**src/rtl/lnbsci_map.svh**
```systemverilog
// Constants of the dish control bus slave command interpreter.
`ifndef LNBSCI_MAP_SVH
`define LNBSCI_MAP_SVH
`define LNBSCI_CMD_RESET 8'h00
`define LNBSCI_CMD_CLR_RESET 8'h01
`define LNBSCI_CMD_STANDBY 8'h02
`define LNBSCI_CMD_POWER_ON 8'h03
`define LNBSCI_CMD_SET_CONT 8'h04
`define LNBSCI_CMD_CONTEND 8'h05
`define LNBSCI_CMD_CLR_CONT 8'h06
`define LNBSCI_CMD_ADDRESS 8'h07
`define LNBSCI_CMD_MOVE_C 8'h08
`define LNBSCI_CMD_MOVE 8'h09
`define LNBSCI_CMD_PARAM_READ 8'h0d
`define LNBSCI_CMD_PARAM_WRITE 8'h0f
`define LNBSCI_CMD_STATUS 8'h10
`define LNBSCI_CMD_CONFIG 8'h11
`define LNBSCI_CMD_GROUP0 8'h14
`define LNBSCI_CMD_GROUP1 8'h15
`define LNBSCI_CMD_COMMIT_HI5 5'h04
`define LNBSCI_CMD_UNCOMMIT_HI5 5'h05
`define LNBSCI_CMD_WRITE_COMMITTED_GROUP 8'h38
`define LNBSCI_CMD_WRITE_UNCOMMITTED_GROUP 8'h39
`define LNBSCI_CMD_LO_CUR 8'h51
`define LNBSCI_CMD_LO_LOW 8'h52
`define LNBSCI_CMD_LO_HIGH 8'h53
`define LNBSCI_FRAME_HI6 6'h38
`define LNBSCI_REPLY_HEAD 8'he4
`define LNBSCI_ADDR_ALT_A 8'h10
`define LNBSCI_ADDR_ALT_B 8'h00
`define LNBSCI_LOCK_KEY 8'hff
`define LNBSCI_LEN_SHORT 3'h3
`define LNBSCI_LEN_DATA 3'h4
`define LNBSCI_LEN_PARAM 3'h5
`define LNBSCI_NPARAM 5
`define LNBSCI_IDX_ADDR 3'h0
`define LNBSCI_IDX_LO 3'h1
`define LNBSCI_IDX_CFG 3'h2
`define LNBSCI_IDX_SER_HI 3'h3
`define LNBSCI_IDX_SER_LO 3'h4
`define LNBSCI_RST_ADDR 8'h14
`define LNBSCI_RST_LO 8'h00
`define LNBSCI_RST_CFG 8'h0a
`define LNBSCI_RST_SER_LO 8'hff
`define LNBSCI_CFG_MASK 8'h7f
`define LNBSCI_CFG_TONE_BIT 0
`define LNBSCI_CFG_COMP_BIT 5
`define LNBSCI_CFG_TWO_BIT 6
`define LNBSCI_ST_RESET_BIT 0
`define LNBSCI_ST_STANDBY_BIT 1
`define LNBSCI_ST_LEGACY_BIT 2
`define LNBSCI_ST_CONT_BIT 3
`define LNBSCI_ST_LOCK_BIT 4
`endif

```
**src/rtl/lnbsci_pkg.sv**
```systemverilog
// Types shared by the command interpreter modules.
package lnbsci_pkg;
   // Reply sender states, one-hot.
   typedef enum logic [2:0] {
      LNBSCI_TX_IDLE = 3'b001,
      LNBSCI_TX_HEAD = 3'b010,
      LNBSCI_TX_DATA = 3'b100
   } lnbsci_tx_t;
   typedef logic [7:0] lnbsci_byte_t;
endpackage

```
**src/rtl/lnbsci_outmap.sv**
```systemverilog
// Output mode mapping of the eight switching lines onto the output pins.
`timescale 1ns/1ps
`include "lnbsci_map.svh"
module lnbsci_outmap
   import lnbsci_pkg::*;
(
   input wire logic [3:0] comm_i,
   input wire logic [3:0] uncom_i,
   input wire lnbsci_byte_t cfg_i,
   output logic [7:0] op_o
);
   // Line order: band, polarization, position, option, switches one to four.
   wire [7:0] lines_w = {uncom_i, comm_i};
   wire [3:0] mode_w = cfg_i[4:1];
   wire dec_on_w = (mode_w != 4'h0);
   wire comp_on_w = cfg_i[`LNBSCI_CFG_COMP_BIT];
   wire two_on_w = cfg_i[`LNBSCI_CFG_TWO_BIT];
   wire [2:0] base_w = mode_w[2:0] - 3'h1;
   logic [2:0] sel_w;
   // Pick three adjacent lines starting at the mode's line, wrapping round.
   generate
      for (genvar k = 0; k < 3; k++) begin : g_sel
         assign sel_w[k] = lines_w[base_w + 3'(k)];
      end
   endgenerate
   wire [7:0] dec8_w = 8'h01 << sel_w;
   wire [7:0] dec4_w = 8'h01 << sel_w[1:0];
   wire [7:0] dec_w = two_on_w ? dec4_w : dec8_w;
   // Decoded mode wins over complementary, which wins over single polarity.
   assign op_o = dec_on_w ? dec_w :
                 comp_on_w ? {~comm_i, comm_i} :
                 lines_w;
endmodule

```
**src/rtl/lnbsci_top.sv**
```systemverilog
// Command interpreter for the slave side of a dish control bus.
`timescale 1ns/1ps
`include "lnbsci_map.svh"
module lnbsci_top
   import lnbsci_pkg::*;
#(
   parameter lnbsci_byte_t SER_HI_RESET = 8'h5a // Arbitrary serial value.
)
(
   input wire logic core_clk_i,
   input wire logic rst_i,
   input wire logic clk_en_i,
   input wire lnbsci_byte_t bus_receive_byte_i,
   input wire logic bus_receive_valid_i,
   input wire logic bus_receive_end_i,
   input wire logic supply_high_i,
   input wire logic tone_present_i,
   input wire logic burst_b_i,
   output lnbsci_byte_t bus_transmit_byte_o,
   output logic bus_transmit_valid_o,
   output logic bus_transmit_last_o,
   output logic [7:0] switch_out_o,
   output logic standby_output_o,
   output logic legacy_mode_o
);

   // Frame capture storage.
   lnbsci_byte_t frm_r [0:4];
   logic [2:0] cnt_r;
   logic over_r;

   // Interpreter state.
   lnbsci_byte_t addr_r;
   lnbsci_byte_t par_r [0:`LNBSCI_NPARAM-1];
   logic lock_r;
   logic cont_r;
   logic rstflag_r;
   logic standby_r;
   logic legacy_r;
   logic [3:0] comm_r;
   logic [3:0] uncom_r;

   // Reply sender.
   lnbsci_tx_t tx_r;
   lnbsci_tx_t tx_nxt;
   lnbsci_byte_t rep_r;
   lnbsci_byte_t txb_r;
   logic txv_r;
   logic txl_r;

   // Output stage.
   logic [7:0] op_r;
   logic sby_r;
   logic leg_r;

   // Pin synchronisers for supply level, tone and burst.
   wire [2:0] pin_w = {burst_b_i, tone_present_i, supply_high_i};
   logic [2:0] s1_r;
   logic [2:0] s2_r;
   logic [2:0] s3_r;
   logic [2:0] lvl_r;

   // True when a command code lies in an eight-code block.
   function automatic logic in_block(input lnbsci_byte_t c, input logic [4:0] hi);
      in_block = (c[7:3] == hi);
   endfunction

   // Three stages and a level flop per pin; the level moves once stages two and three agree.
   generate
      for (genvar i = 0; i < 3; i++) begin : g_sync
         always_ff @(posedge core_clk_i or posedge rst_i) begin
            if (rst_i) begin
               s1_r[i] <= 1'b0;
               s2_r[i] <= 1'b0;
               s3_r[i] <= 1'b0;
               lvl_r[i] <= 1'b0;
            end else if (clk_en_i) begin
               s1_r[i] <= pin_w[i];
               s2_r[i] <= s1_r[i];
               s3_r[i] <= s2_r[i];
               if (s2_r[i] == s3_r[i]) begin
                  lvl_r[i] <= s3_r[i];
               end
            end
         end
      end
   endgenerate

   // Named fields of the captured frame.
   wire [7:0] hdr_w = frm_r[0];
   wire [7:0] adr_w = frm_r[1];
   wire [7:0] cmd_w = frm_r[2];
   wire [7:0] d3_w = frm_r[3];
   wire [7:0] d4_w = frm_r[4];
   wire len3_w = (cnt_r == `LNBSCI_LEN_SHORT);
   wire len4_w = (cnt_r == `LNBSCI_LEN_DATA);
   wire len5_w = (cnt_r == `LNBSCI_LEN_PARAM);

   // Frame acceptance: command framing byte and an accepted address.
   wire hdr_ok_w = (hdr_w[7:2] == `LNBSCI_FRAME_HI6);
   wire adr_ok_w = (adr_w == addr_r) ||
                   (adr_w == `LNBSCI_ADDR_ALT_A) ||
                   (adr_w == `LNBSCI_ADDR_ALT_B);
   wire frame_ok_w = bus_receive_end_i && !over_r && hdr_ok_w && adr_ok_w;

   // Command recognition, each by its frame length.
   wire c_reset_w = (cmd_w == `LNBSCI_CMD_RESET) && len3_w;
   wire c_clr_w = (cmd_w == `LNBSCI_CMD_CLR_RESET) && len3_w;
   wire c_sby_w = (cmd_w == `LNBSCI_CMD_STANDBY) && len3_w;
   wire c_pon_w = (cmd_w == `LNBSCI_CMD_POWER_ON) && len3_w;
   wire c_scont_w = (cmd_w == `LNBSCI_CMD_SET_CONT) && len3_w;
   wire c_contend_w = (cmd_w == `LNBSCI_CMD_CONTEND) && len3_w;
   wire c_ccont_w = (cmd_w == `LNBSCI_CMD_CLR_CONT) && len3_w;
   wire c_addr_w = (cmd_w == `LNBSCI_CMD_ADDRESS) && len3_w;
   wire c_movec_w = (cmd_w == `LNBSCI_CMD_MOVE_C) && len4_w;
   wire c_move_w = (cmd_w == `LNBSCI_CMD_MOVE) && len4_w;
   wire c_stat_w = (cmd_w == `LNBSCI_CMD_STATUS) && len3_w;
   wire c_cfg_w = (cmd_w == `LNBSCI_CMD_CONFIG) && len3_w;
   wire c_g0_w = (cmd_w == `LNBSCI_CMD_GROUP0) && len3_w;
   wire c_g1_w = (cmd_w == `LNBSCI_CMD_GROUP1) && len3_w;
   wire c_cset_w = in_block(cmd_w, `LNBSCI_CMD_COMMIT_HI5) && len3_w;
   wire c_uset_w = in_block(cmd_w, `LNBSCI_CMD_UNCOMMIT_HI5) && len3_w;
   wire c_wn0_w = (cmd_w == `LNBSCI_CMD_WRITE_COMMITTED_GROUP) && len4_w;
   wire c_wn1_w = (cmd_w == `LNBSCI_CMD_WRITE_UNCOMMITTED_GROUP) && len4_w;
   wire c_locur_w = (cmd_w == `LNBSCI_CMD_LO_CUR) && len3_w;
   wire c_lolo_w = (cmd_w == `LNBSCI_CMD_LO_LOW) && len3_w;
   wire c_lohi_w = (cmd_w == `LNBSCI_CMD_LO_HIGH) && len3_w;
   wire c_prd_w = (cmd_w == `LNBSCI_CMD_PARAM_READ) && len4_w &&
                  (d3_w < 8'(`LNBSCI_NPARAM));
   wire c_pwr_w = (cmd_w == `LNBSCI_CMD_PARAM_WRITE) && len5_w;

   // Anything outside this set is ignored with no effect at all.
   wire known_w = c_reset_w || c_clr_w || c_sby_w || c_pon_w ||
                  c_scont_w || c_contend_w || c_ccont_w || c_addr_w ||
                  c_movec_w || c_move_w || c_stat_w || c_cfg_w ||
                  c_g0_w || c_g1_w || c_cset_w || c_uset_w ||
                  c_wn0_w || c_wn1_w || c_locur_w || c_lolo_w ||
                  c_lohi_w || c_prd_w || c_pwr_w;
   wire exec_w = frame_ok_w && known_w;
   wire ex_w = exec_w && !c_reset_w;

   // Parameter write decode: lock key, refusal once locked, index range.
   wire key_w = (d3_w == `LNBSCI_LOCK_KEY) && (d4_w == `LNBSCI_LOCK_KEY);
   wire pw_lock_w = exec_w && c_pwr_w && key_w && !lock_r;
   wire pw_ok_w = exec_w && c_pwr_w && !key_w && !lock_r &&
                  (d3_w < 8'(`LNBSCI_NPARAM));
   wire [2:0] pidx_w = d3_w[2:0];
   wire pw_addr_w = pw_ok_w && (pidx_w == `LNBSCI_IDX_ADDR);

   // Address moves guarded by the contention flag.
   wire move_w = exec_w && ((c_movec_w && cont_r) || (c_move_w && !cont_r));

   // Effective committed lines: legacy inputs until the first executed command other than reset.
   wire tone_pos_w = par_r[`LNBSCI_IDX_CFG][`LNBSCI_CFG_TONE_BIT];
   wire [3:0] leg_w = {1'b0,
                       tone_pos_w ? lvl_r[1] : lvl_r[2],
                       lvl_r[0],
                       tone_pos_w ? 1'b0 : lvl_r[1]};
   wire [3:0] comm_eff_w = legacy_r ? leg_w : comm_r;

   // Oscillator entry numbers, high nibble high band, low nibble low band.
   wire [3:0] lo_hi_w = par_r[`LNBSCI_IDX_LO][7:4];
   wire [3:0] lo_lo_w = par_r[`LNBSCI_IDX_LO][3:0];
   wire [3:0] lo_cur_w = comm_eff_w[0] ? lo_hi_w : lo_lo_w;

   // Status byte seen by the status read.
   wire [7:0] stat_w = {3'h0, lock_r, cont_r, legacy_r, standby_r, rstflag_r};

   // Which frames ask for a reply, and the data byte it carries.
   wire rep_req_w = exec_w && ((c_contend_w && cont_r) ||
                               (c_addr_w && !cont_r) ||
                               c_stat_w || c_cfg_w || c_g0_w || c_g1_w ||
                               c_locur_w || c_lolo_w || c_lohi_w || c_prd_w);
   wire [7:0] rep_w = (c_contend_w || c_addr_w) ? addr_r :
                      c_stat_w ? stat_w :
                      c_cfg_w ? par_r[`LNBSCI_IDX_CFG] :
                      c_g0_w ? {4'h0, comm_eff_w} :
                      c_g1_w ? {4'h0, uncom_r} :
                      c_locur_w ? {4'h0, lo_cur_w} :
                      c_lolo_w ? {4'h0, lo_lo_w} :
                      c_lohi_w ? {4'h0, lo_hi_w} :
                      par_r[pidx_w];

   // Collect up to five bytes; a longer frame is marked and dropped.
   always_ff @(posedge core_clk_i or posedge rst_i) begin
      if (rst_i) begin
         cnt_r <= 3'h0;
         over_r <= 1'b0;
         for (int i = 0; i < 5; i++) begin
            frm_r[i] <= 8'h00;
         end
      end else if (clk_en_i) begin
         if (bus_receive_end_i) begin
            cnt_r <= 3'h0;
            over_r <= 1'b0;
         end else if (bus_receive_valid_i) begin
            if (cnt_r == `LNBSCI_LEN_PARAM) begin
               over_r <= 1'b1;
            end else begin
               frm_r[cnt_r] <= bus_receive_byte_i;
               cnt_r <= cnt_r + 3'h1;
            end
         end
      end
   end

   // Flags, standby and the legacy mode latch.
   always_ff @(posedge core_clk_i or posedge rst_i) begin
      if (rst_i) begin
         legacy_r <= 1'b1;
         rstflag_r <= 1'b1;
         standby_r <= 1'b0;
         cont_r <= 1'b0;
      end else if (clk_en_i && exec_w) begin
         legacy_r <= c_reset_w;
         if (c_reset_w) begin
            rstflag_r <= 1'b1;
            standby_r <= 1'b0;
            cont_r <= 1'b0;
         end else if (c_clr_w) begin
            rstflag_r <= 1'b0;
         end else if (c_sby_w) begin
            standby_r <= 1'b1;
         end else if (c_pon_w) begin
            standby_r <= 1'b0;
         end else if (c_scont_w) begin
            cont_r <= 1'b1;
         end else if (c_ccont_w) begin
            cont_r <= 1'b0;
         end
      end
   end

   // Committed and uncommitted switching lines.
   always_ff @(posedge core_clk_i or posedge rst_i) begin
      if (rst_i) begin
         comm_r <= 4'h0;
         uncom_r <= 4'h0;
      end else if (clk_en_i) begin
         if (exec_w && c_reset_w) begin
            comm_r <= 4'h0;
            uncom_r <= 4'h0;
         end else if (ex_w && c_cset_w) begin
            comm_r[cmd_w[1:0]] <= cmd_w[2];
         end else if (ex_w && c_uset_w) begin
            uncom_r[cmd_w[1:0]] <= cmd_w[2];
         end else if (ex_w && c_wn0_w) begin
            comm_r <= d3_w[3:0];
         end else if (ex_w && c_wn1_w) begin
            uncom_r <= d3_w[3:0];
         end
      end
   end

   // Nonvolatile parameters, the lock and the live address.
   always_ff @(posedge core_clk_i or posedge rst_i) begin
      if (rst_i) begin
         par_r[`LNBSCI_IDX_ADDR] <= `LNBSCI_RST_ADDR;
         par_r[`LNBSCI_IDX_LO] <= `LNBSCI_RST_LO;
         par_r[`LNBSCI_IDX_CFG] <= `LNBSCI_RST_CFG;
         par_r[`LNBSCI_IDX_SER_HI] <= SER_HI_RESET;
         par_r[`LNBSCI_IDX_SER_LO] <= `LNBSCI_RST_SER_LO;
         lock_r <= 1'b0;
         addr_r <= `LNBSCI_RST_ADDR;
      end else if (clk_en_i) begin
         if (pw_lock_w) begin
            lock_r <= 1'b1;
         end
         if (pw_ok_w && (pidx_w == `LNBSCI_IDX_CFG)) begin
            par_r[pidx_w] <= d4_w & `LNBSCI_CFG_MASK;
         end else if (pw_ok_w) begin
            par_r[pidx_w] <= d4_w;
         end
         if (pw_addr_w) begin
            addr_r <= d4_w;
         end else if (exec_w && c_reset_w) begin
            addr_r <= par_r[`LNBSCI_IDX_ADDR];
         end else if (move_w) begin
            addr_r <= d3_w;
         end
      end
   end

   // Reply sender: head byte then data byte, one per cycle.
   always_comb begin
      tx_nxt = tx_r;
      case (tx_r)
         LNBSCI_TX_IDLE: begin
            if (rep_req_w) begin
               tx_nxt = LNBSCI_TX_HEAD;
            end
         end
         LNBSCI_TX_HEAD: begin
            tx_nxt = LNBSCI_TX_DATA;
         end
         LNBSCI_TX_DATA: begin
            tx_nxt = LNBSCI_TX_IDLE;
         end
         default: begin
            tx_nxt = LNBSCI_TX_IDLE;
         end
      endcase
   end

   // Reply state and registered transmit strobes.
   always_ff @(posedge core_clk_i or posedge rst_i) begin
      if (rst_i) begin
         tx_r <= LNBSCI_TX_IDLE;
         rep_r <= 8'h00;
         txb_r <= 8'h00;
         txv_r <= 1'b0;
         txl_r <= 1'b0;
      end else if (clk_en_i) begin
         tx_r <= tx_nxt;
         if (rep_req_w && (tx_r == LNBSCI_TX_IDLE)) begin
            rep_r <= rep_w;
         end
         txv_r <= (tx_nxt != LNBSCI_TX_IDLE);
         txl_r <= (tx_nxt == LNBSCI_TX_DATA);
         if (tx_nxt == LNBSCI_TX_HEAD) begin
            txb_r <= `LNBSCI_REPLY_HEAD;
         end else if (tx_nxt == LNBSCI_TX_DATA) begin
            txb_r <= rep_r;
         end else begin
            txb_r <= 8'h00;
         end
      end
   end

   // Output mode mapping of the effective lines.
   logic [7:0] op_w;
   lnbsci_outmap u_outmap (
      .comm_i(comm_eff_w),
      .uncom_i(uncom_r),
      .cfg_i(par_r[`LNBSCI_IDX_CFG]),
      .op_o(op_w)
   );

   // Registered pin drivers.
   always_ff @(posedge core_clk_i or posedge rst_i) begin
      if (rst_i) begin
         op_r <= 8'h00;
         sby_r <= 1'b0;
         leg_r <= 1'b1;
      end else if (clk_en_i) begin
         op_r <= op_w;
         sby_r <= standby_r;
         leg_r <= legacy_r;
      end
   end

   assign bus_transmit_byte_o = txb_r;
   assign bus_transmit_valid_o = txv_r;
   assign bus_transmit_last_o = txl_r;
   assign switch_out_o = op_r;
   assign standby_output_o = sby_r;
   assign legacy_mode_o = leg_r;

endmodule
```
**config.mk**
```make
export PLATFORM = sky130hd
export DESIGN_NAME = lnbsci_top
export DESIGN_NICKNAME = d
export VERILOG_FILES = /design/src/rtl/lnbsci_pkg.sv /design/src/rtl/lnbsci_outmap.sv /design/src/rtl/lnbsci_top.sv
export VERILOG_INCLUDE_DIRS = /design/src /design/src/rtl
export SDC_FILE = /design/constraint.sdc
export NUM_CORES = 1
export LEC_CHECK = 0
export ABC_AREA = 1
export BUFFER_PORTS_ARGS = -buffer_cell sky130_fd_sc_hd__buf_4
export CAP_MARGIN = 25
export CORE_MARGIN = 5
export CORE_UTILIZATION = 55
export CTS_CLUSTER_SIZE = 40
export DETAILED_ROUTE_END_ITERATION = 16
export GPL_TIMING_DRIVEN = 0
export PLACE_DENSITY = 0.69
export SLEW_MARGIN = 20
export SYNTH_ARGS = -nofsm -noshare
export SYNTH_HDL_FRONTEND = slang
export SYNTH_SLANG_ARGS = --single-unit
export TNS_END_PERCENT = 20
```
**constraint.sdc**
```tcl
create_clock -name core_clk_i -period 6.02 [get_ports core_clk_i]
set_input_delay 0.903 -clock core_clk_i [delete_from_list [all_inputs] [get_ports core_clk_i]]
set_output_delay 0.903 -clock core_clk_i [all_outputs]
set_load 0.01 [all_outputs]
```
# Word-level counts from Yosys, hierarchy flattened
# Index checks and enable logic that the tools add are counted.
# op_classes
n_addsub,4
n_lt_le_gt_ge,10
n_eq_ne,46
shift,2
mux,71
bitwise,5
n_reduce_logical,122
# ops
cell,count
$mux 8,20
$bwmux 40,3
$mux 40,2
$logic_and 1x1->1,54
$demux 8 s3,2
$mux 4,11
$eq 8x5->1 const B,5
$logic_or 1x1->1,35
$eq 8x3->1 const B,4
$eq 8x4->1 const B,4
$bmux 8 s3,1
$eq 8x7->1 const B,3
$mux 1,21
$eq 8x2->1 const B,2
$eq 8x6->1 const B,2
$eq 8x8->1 const B,2
$logic_not 8->1,2
$reduce_and 2->1,8
$reduce_bool 3->1,5
$eq 3x2->1 const B,4
$lt 3x4->1 const B,3
$mux 3,4
$reduce_and 3->1,4
$eq 5x3->1 const B,2
32 further kinds,57
# totals
register_bits,148
in_bits,16
out_inout_bits,20
wordCells,300

# Longest topological paths before layout
# depth
word_depth,32
depth_mapped,18
ltp_nobuf,18

# By module
# A second synthesis with hierarchy kept.
# unflattened
cells_unflattened,1138
area_unflattened_um2,8340.5
# modules_own_cells
mod,instances,cells_each,area_each_um2,seq_area_each_um2
lnbsci_top,1,1017,7744.9,3681.0
lnbsci_outmap,1,121,595.6,0.0

# Worst setup path after synthesis
# OpenSTA, ideal clock, no wires.
# synth_path
path_kind,register to register
from,reg with a tool-made name
to,"reg op_r[3], in the netlist switch_out_o[3]"
setup_ps,77
arrival_time_ps,2291
required_ps,5943
setup_slack_ps,3651
stages_incl_launch_ff,13
n_path_buf,1
synth_period_minus_slack_ps,2369
path_cell_list,dfstp_2 -> clkbuf_1 -> clkinv_1 -> ha_1 -> nor2_1 -> inv_1 -> o211ai_1 -> inv_1 -> a22oi_1 -> inv_1 -> nor2_1 -> nand2_1 -> a21oi_1
# synth_rtl
item,line,source
to (signal assigned),lnbsci_top.sv:346,op_r <= op_w;
to (decl),lnbsci_top.sv:52,logic [7:0] op_r;

# Worst setup path in the final report
# layout_path
from,reg cnt_r[0]
to,reg uncom_r[2]
# layout_via
elab_chain_cells,30
word_cells_on_any_way,64
classes_between,eq/ne (5); mux (3); reduce/logical (56)
# layout_rtl
item,line,source
from (decl),lnbsci_top.sv:29,logic [2:0] cnt_r;
from (signal assigned),lnbsci_top.sv:201,cnt_r <= cnt_r + 3'h1;
$eq 3x2->1 (no source line),-,
"$logic_and 1x1->1, on equally long branches","lnbsci_top.sv:107, lnbsci_top.sv:108",
$logic_or 1x1->1 (4 in a row),lnbsci_top.sv:133,wire known_w = c_reset_w || c_clr_w || c_sby_w || c_pon_w ||
$logic_or 1x1->1 (4 in a row),lnbsci_top.sv:134,c_scont_w || c_contend_w || c_ccont_w || c_addr_w ||
$logic_or 1x1->1 (4 in a row),lnbsci_top.sv:135,c_movec_w || c_move_w || c_stat_w || c_cfg_w ||
$logic_or 1x1->1 (4 in a row),lnbsci_top.sv:136,c_g0_w || c_g1_w || c_cset_w || c_uset_w ||
$logic_or 1x1->1 (4 in a row),lnbsci_top.sv:137,c_wn0_w || c_wn1_w || c_locur_w || c_lolo_w ||
$logic_or 1x1->1 (2 in a row),lnbsci_top.sv:138,c_lohi_w || c_prd_w || c_pwr_w;
$logic_and 1x1->1,lnbsci_top.sv:139,wire exec_w = frame_ok_w && known_w;
$logic_and 1x1->1,lnbsci_top.sv:140,wire ex_w = exec_w && !c_reset_w;
$logic_and 1x1->1,lnbsci_top.sv:245,end else if (ex_w && c_uset_w) begin
$mux 4,lnbsci_top.sv:245,
$mux 4,lnbsci_top.sv:243,end else if (ex_w && c_cset_w) begin
$mux 4,lnbsci_top.sv:240,if (exec_w && c_reset_w) begin
"to (signal, indexed assignment)",lnbsci_top.sv:246,uncom_r[cmd_w[1:0]] <= cmd_w[2];
to (signal assigned),lnbsci_top.sv:250,uncom_r <= d3_w[3:0];
to (decl),lnbsci_top.sv:41,logic [3:0] uncom_r;
# Several ways; a longest one is shown, not always the timed one. The select of a mux whose other input is x is not followed.
# A chain may end at the register's enable or synchronous reset.

==> out/metrics.yaml <==
worst_r2r_path_depth: 13
vdd_drop_max_mv: 0.297
cp.required_ns: 6.33
yosys_warnings: 0
avgViaCountPerCell: 5.69
netlist_area_mm2: 0.00819
slew_violations: 0
ys.flop_type: "dfrtp_1"
synth_edf_count: 0
drive_gt1_share_pct: 11.6
grt_antenna_before_repair: 0
fp.dieH_um: 132
path_max_fanout: 7
final_area_mm2: 0.00932
synth_area_leader_cell: "dfrtp_1"
cts_tree: "built"
yosys.area_share.simple_pct: 29.8
grt_util_all_layers_pct: 28.7
maxCapViolCount: 0
synth.area.mux_share_pct: 0
floorplan.rows: 44
grt_pass1_wl_um: 39700
startpoint_type: "flip-flop"
min_path_cells: 2
tightestPinTransition_ns: 1.03
p_leak_uw: 0.00449
async_flop_share_pct: 100
synth_compound_area_share_pct: 15.9
fin_crit_ns: 3.27
overflow: 0
synth_top_area_share_pct: 37.9
finalCritPeriodShare_pct: 54.3
yosys.area_share.xor_xnor_pct: 0.749
synth.distinct_cells: 46
synth-seq-cells: 146
cts_num_sinks: 146
fmax_mhz: 306
synthAdderAreaFrac_pct: 0.917
relSlewSlack_pct: 30.8
cts_root_buf: "clkbuf_16"
io_buffers: 34
start_util_pct: 56.1
finalWorstSetupSlack_ns: 2.75
wl_per_cell_um: 17.9
die_w_um: 132
synth.yosys.seq_area_share_pct: 44.9
routed_wl_um: 24300
htreeDepth: 4
power_density_mw_per_mm2: 286
synthCells: 1110
cp_common_cell: "nand2_1"
clk_pin_slew_worst_paths_ns: 0.07
skew_ns: 0.00819
worstSetupPathType: "flip-flop to flip-flop"
dr.pass1.iters: 5
grt_max_degree: 89
cts_buffer_depth: 2
final_antenna_net_count: 0
cts_hold_buf: 0
cp_slowest_stage_delay_ns: 0.79
drt_iter0_drc: 642
cts_setup_buffers: 0
cp-end-kind: "flip-flop"
crit_arrival_ns: 3.58
synth_top_family_by_area: "simple AND/OR/NAND/NOR gates"
drc_errors: 0
first_global_vias: 7459
die_area_mm2: 0.0174
synth_most_common_cell: "nand2_1"
cts_buffers: 17
synth.avg_cell_area_um2: 7.38
critPathSlowestCell: "nor3_1"
clk_latency_ns: 0.44
place_area_mm2: 0.00871
dp_hpwl_um: 18300
hold_path.class: "flip-flop to flip-flop"
synthTopCellsByArea: "dfrtp_1 38%, nand2_1 15%, o21ai_0 8.0%"
syn_nets: 1132
hold_viol: 0
setup_viol: 0
areaGrowthSynthToFinish_pct: 13.8
place_ws_ns: 2.84
core_area_mm2: 0.0146
cts_resized: 0
gp_congestion: 1.06
diodes: 0
synth_commonest_cells: "323 x nand2_1, 131 x o21ai_0, 124 x dfrtp_1, 121 x inv_1, 101 x nor2_1"
rsz0062_at_grt: "no"
ioPinCount: 36
status: "completed"
reg2reg_setup_slack_ns: 2.75
crit_chain: "ha_1 -> ha_1 -> nand2_1 -> nor2_1 -> nand2_1 -> nand2_1 -> nor2_1 -> nand3_1 -> nor2_4 -> nor3_1 -> inv_1 -> nand3_1 -> o21ai_0"
p_total_uw: 2670
nets: 1187
r2r-end: "uncom_r[2]$_DFFE_PP0P_"
vias: 7751
r2r_start: "cnt_r[0]$_DFFE_PP0P_"
## per-layer routing
metal | part of all wire, % | up-vias | track usage [%]
met5 | 0 | - | 0
met4 | 3.6 | 0 | 12.1
met3 | 6.6 | 61 | 6.26
met2 | 46 | 282 | 44.5
met1 | 44 | 3630 | 39.2
li1 | - | 3778 | -
## per-stage QoR
| stage | setup TNS [ns] | instances | utilization [%] | hold WS (ns) |
|---|---|---|---|---|
| floorplan | 0 | 1110 | - | 0.443 |
| global placement | -52.67 | 1328 | 59.5 | 0.459 |
| detailed placement | 0 | 1329 | 59.7 | 0.465 |
| CTS | 0 | 1361 | 63.8 | 0.475 |
| global route | 0 | 1362 | 63.9 | 0.490 |
| finish | 0 | 1362 | 63.9 | 0.470 |
## layout make-up
cell class / instances / area, um^2
timing repair buffer: 36 / 288
inverter: 126 / 480
clock inverter: 12 / 146
fill: 1331 / 5270
multi-input combinational: 808 / 3880
buffer: 30 / 156
clock buffer: 20 / 457
sequential: 146 / 3680
tap: 184 / 230
## worst max-delay path by stage
stage / cells past startpoint / startpoint / slack (ns) / endpoint
6_report: 13 / cnt_r[0]$_DFFE_PP0P_ / 2.75 / uncom_r[2]$_DFFE_PP0P_
5_1_grt: 13 / cnt_r[0]$_DFFE_PP0P_ / 2.54 / rep_r[6]$_DFFE_PP0P_
4_1_cts: 13 / cnt_r[0]$_DFFE_PP0P_ / 2.90 / uncom_r[2]$_DFFE_PP0P_
3_5_place_dp: 8 / clk_en_i / 2.84 / addr_r[0]$_DFFE_PP0P_
3_3_place_gp: 2 / rst_i / -0.43 / hdr_w[3]$_DFFE_PP0P_
2_1_floorplan: 1 / rst_i / 1.23 / asynchronous set/reset pin
## kinds of logic after synthesis
kind of cell | Yosys count
AOI/OAI and AO/OA | 237
and+or+nand+nor | 558
DFF | 146
adders and majority gates | 6
xor gates and xnor gates | 7
buffers and inverters | 156
## critical path, delay by kind of cell, from the launching register on
| kind | cells | cell delay [ns] |
|---|---|---|
| AOI/OAI and AO/OA | 1 | 0.08 |
| and+or+nand+nor | 9 | 1.88 |
| adders and majority gates | 2 | 0.51 |
| buffers and inverters | 1 | 0.18 |
| DFF | 1 | 0.49 |
## report_power, final
group | total, uW | switching, uW | internal, uW
combinational | 434 | 298 | 135
sequential | 1140 | 78.4 | 1060
clock | 1100 | 453 | 642
## cell usage in the layout, fill, tap and decap left out, drive strengths merged, types with 2 or more instances in the layout
master	Yosys	final
clkinv	2	3
buf	13	48
nor3	10	10
dfstp	22	22
o211ai	9	9
nand2	330	330
o31ai	3	3
a22oi	2	2
o22ai	6	6
nand3	60	60
bufinv	0	2
nand4	39	39
inv	124	130
xnor2	6	6
clkbuf	17	38
ha	6	6
clkinvlp	0	3
a22o	3	3
o2111ai	2	2
dfrtp	124	124
o21ai	156	156
nor2	112	112
a21oi	50	50
nor4	5	5
No activity file was read; power rests on OpenSTA's default activity.
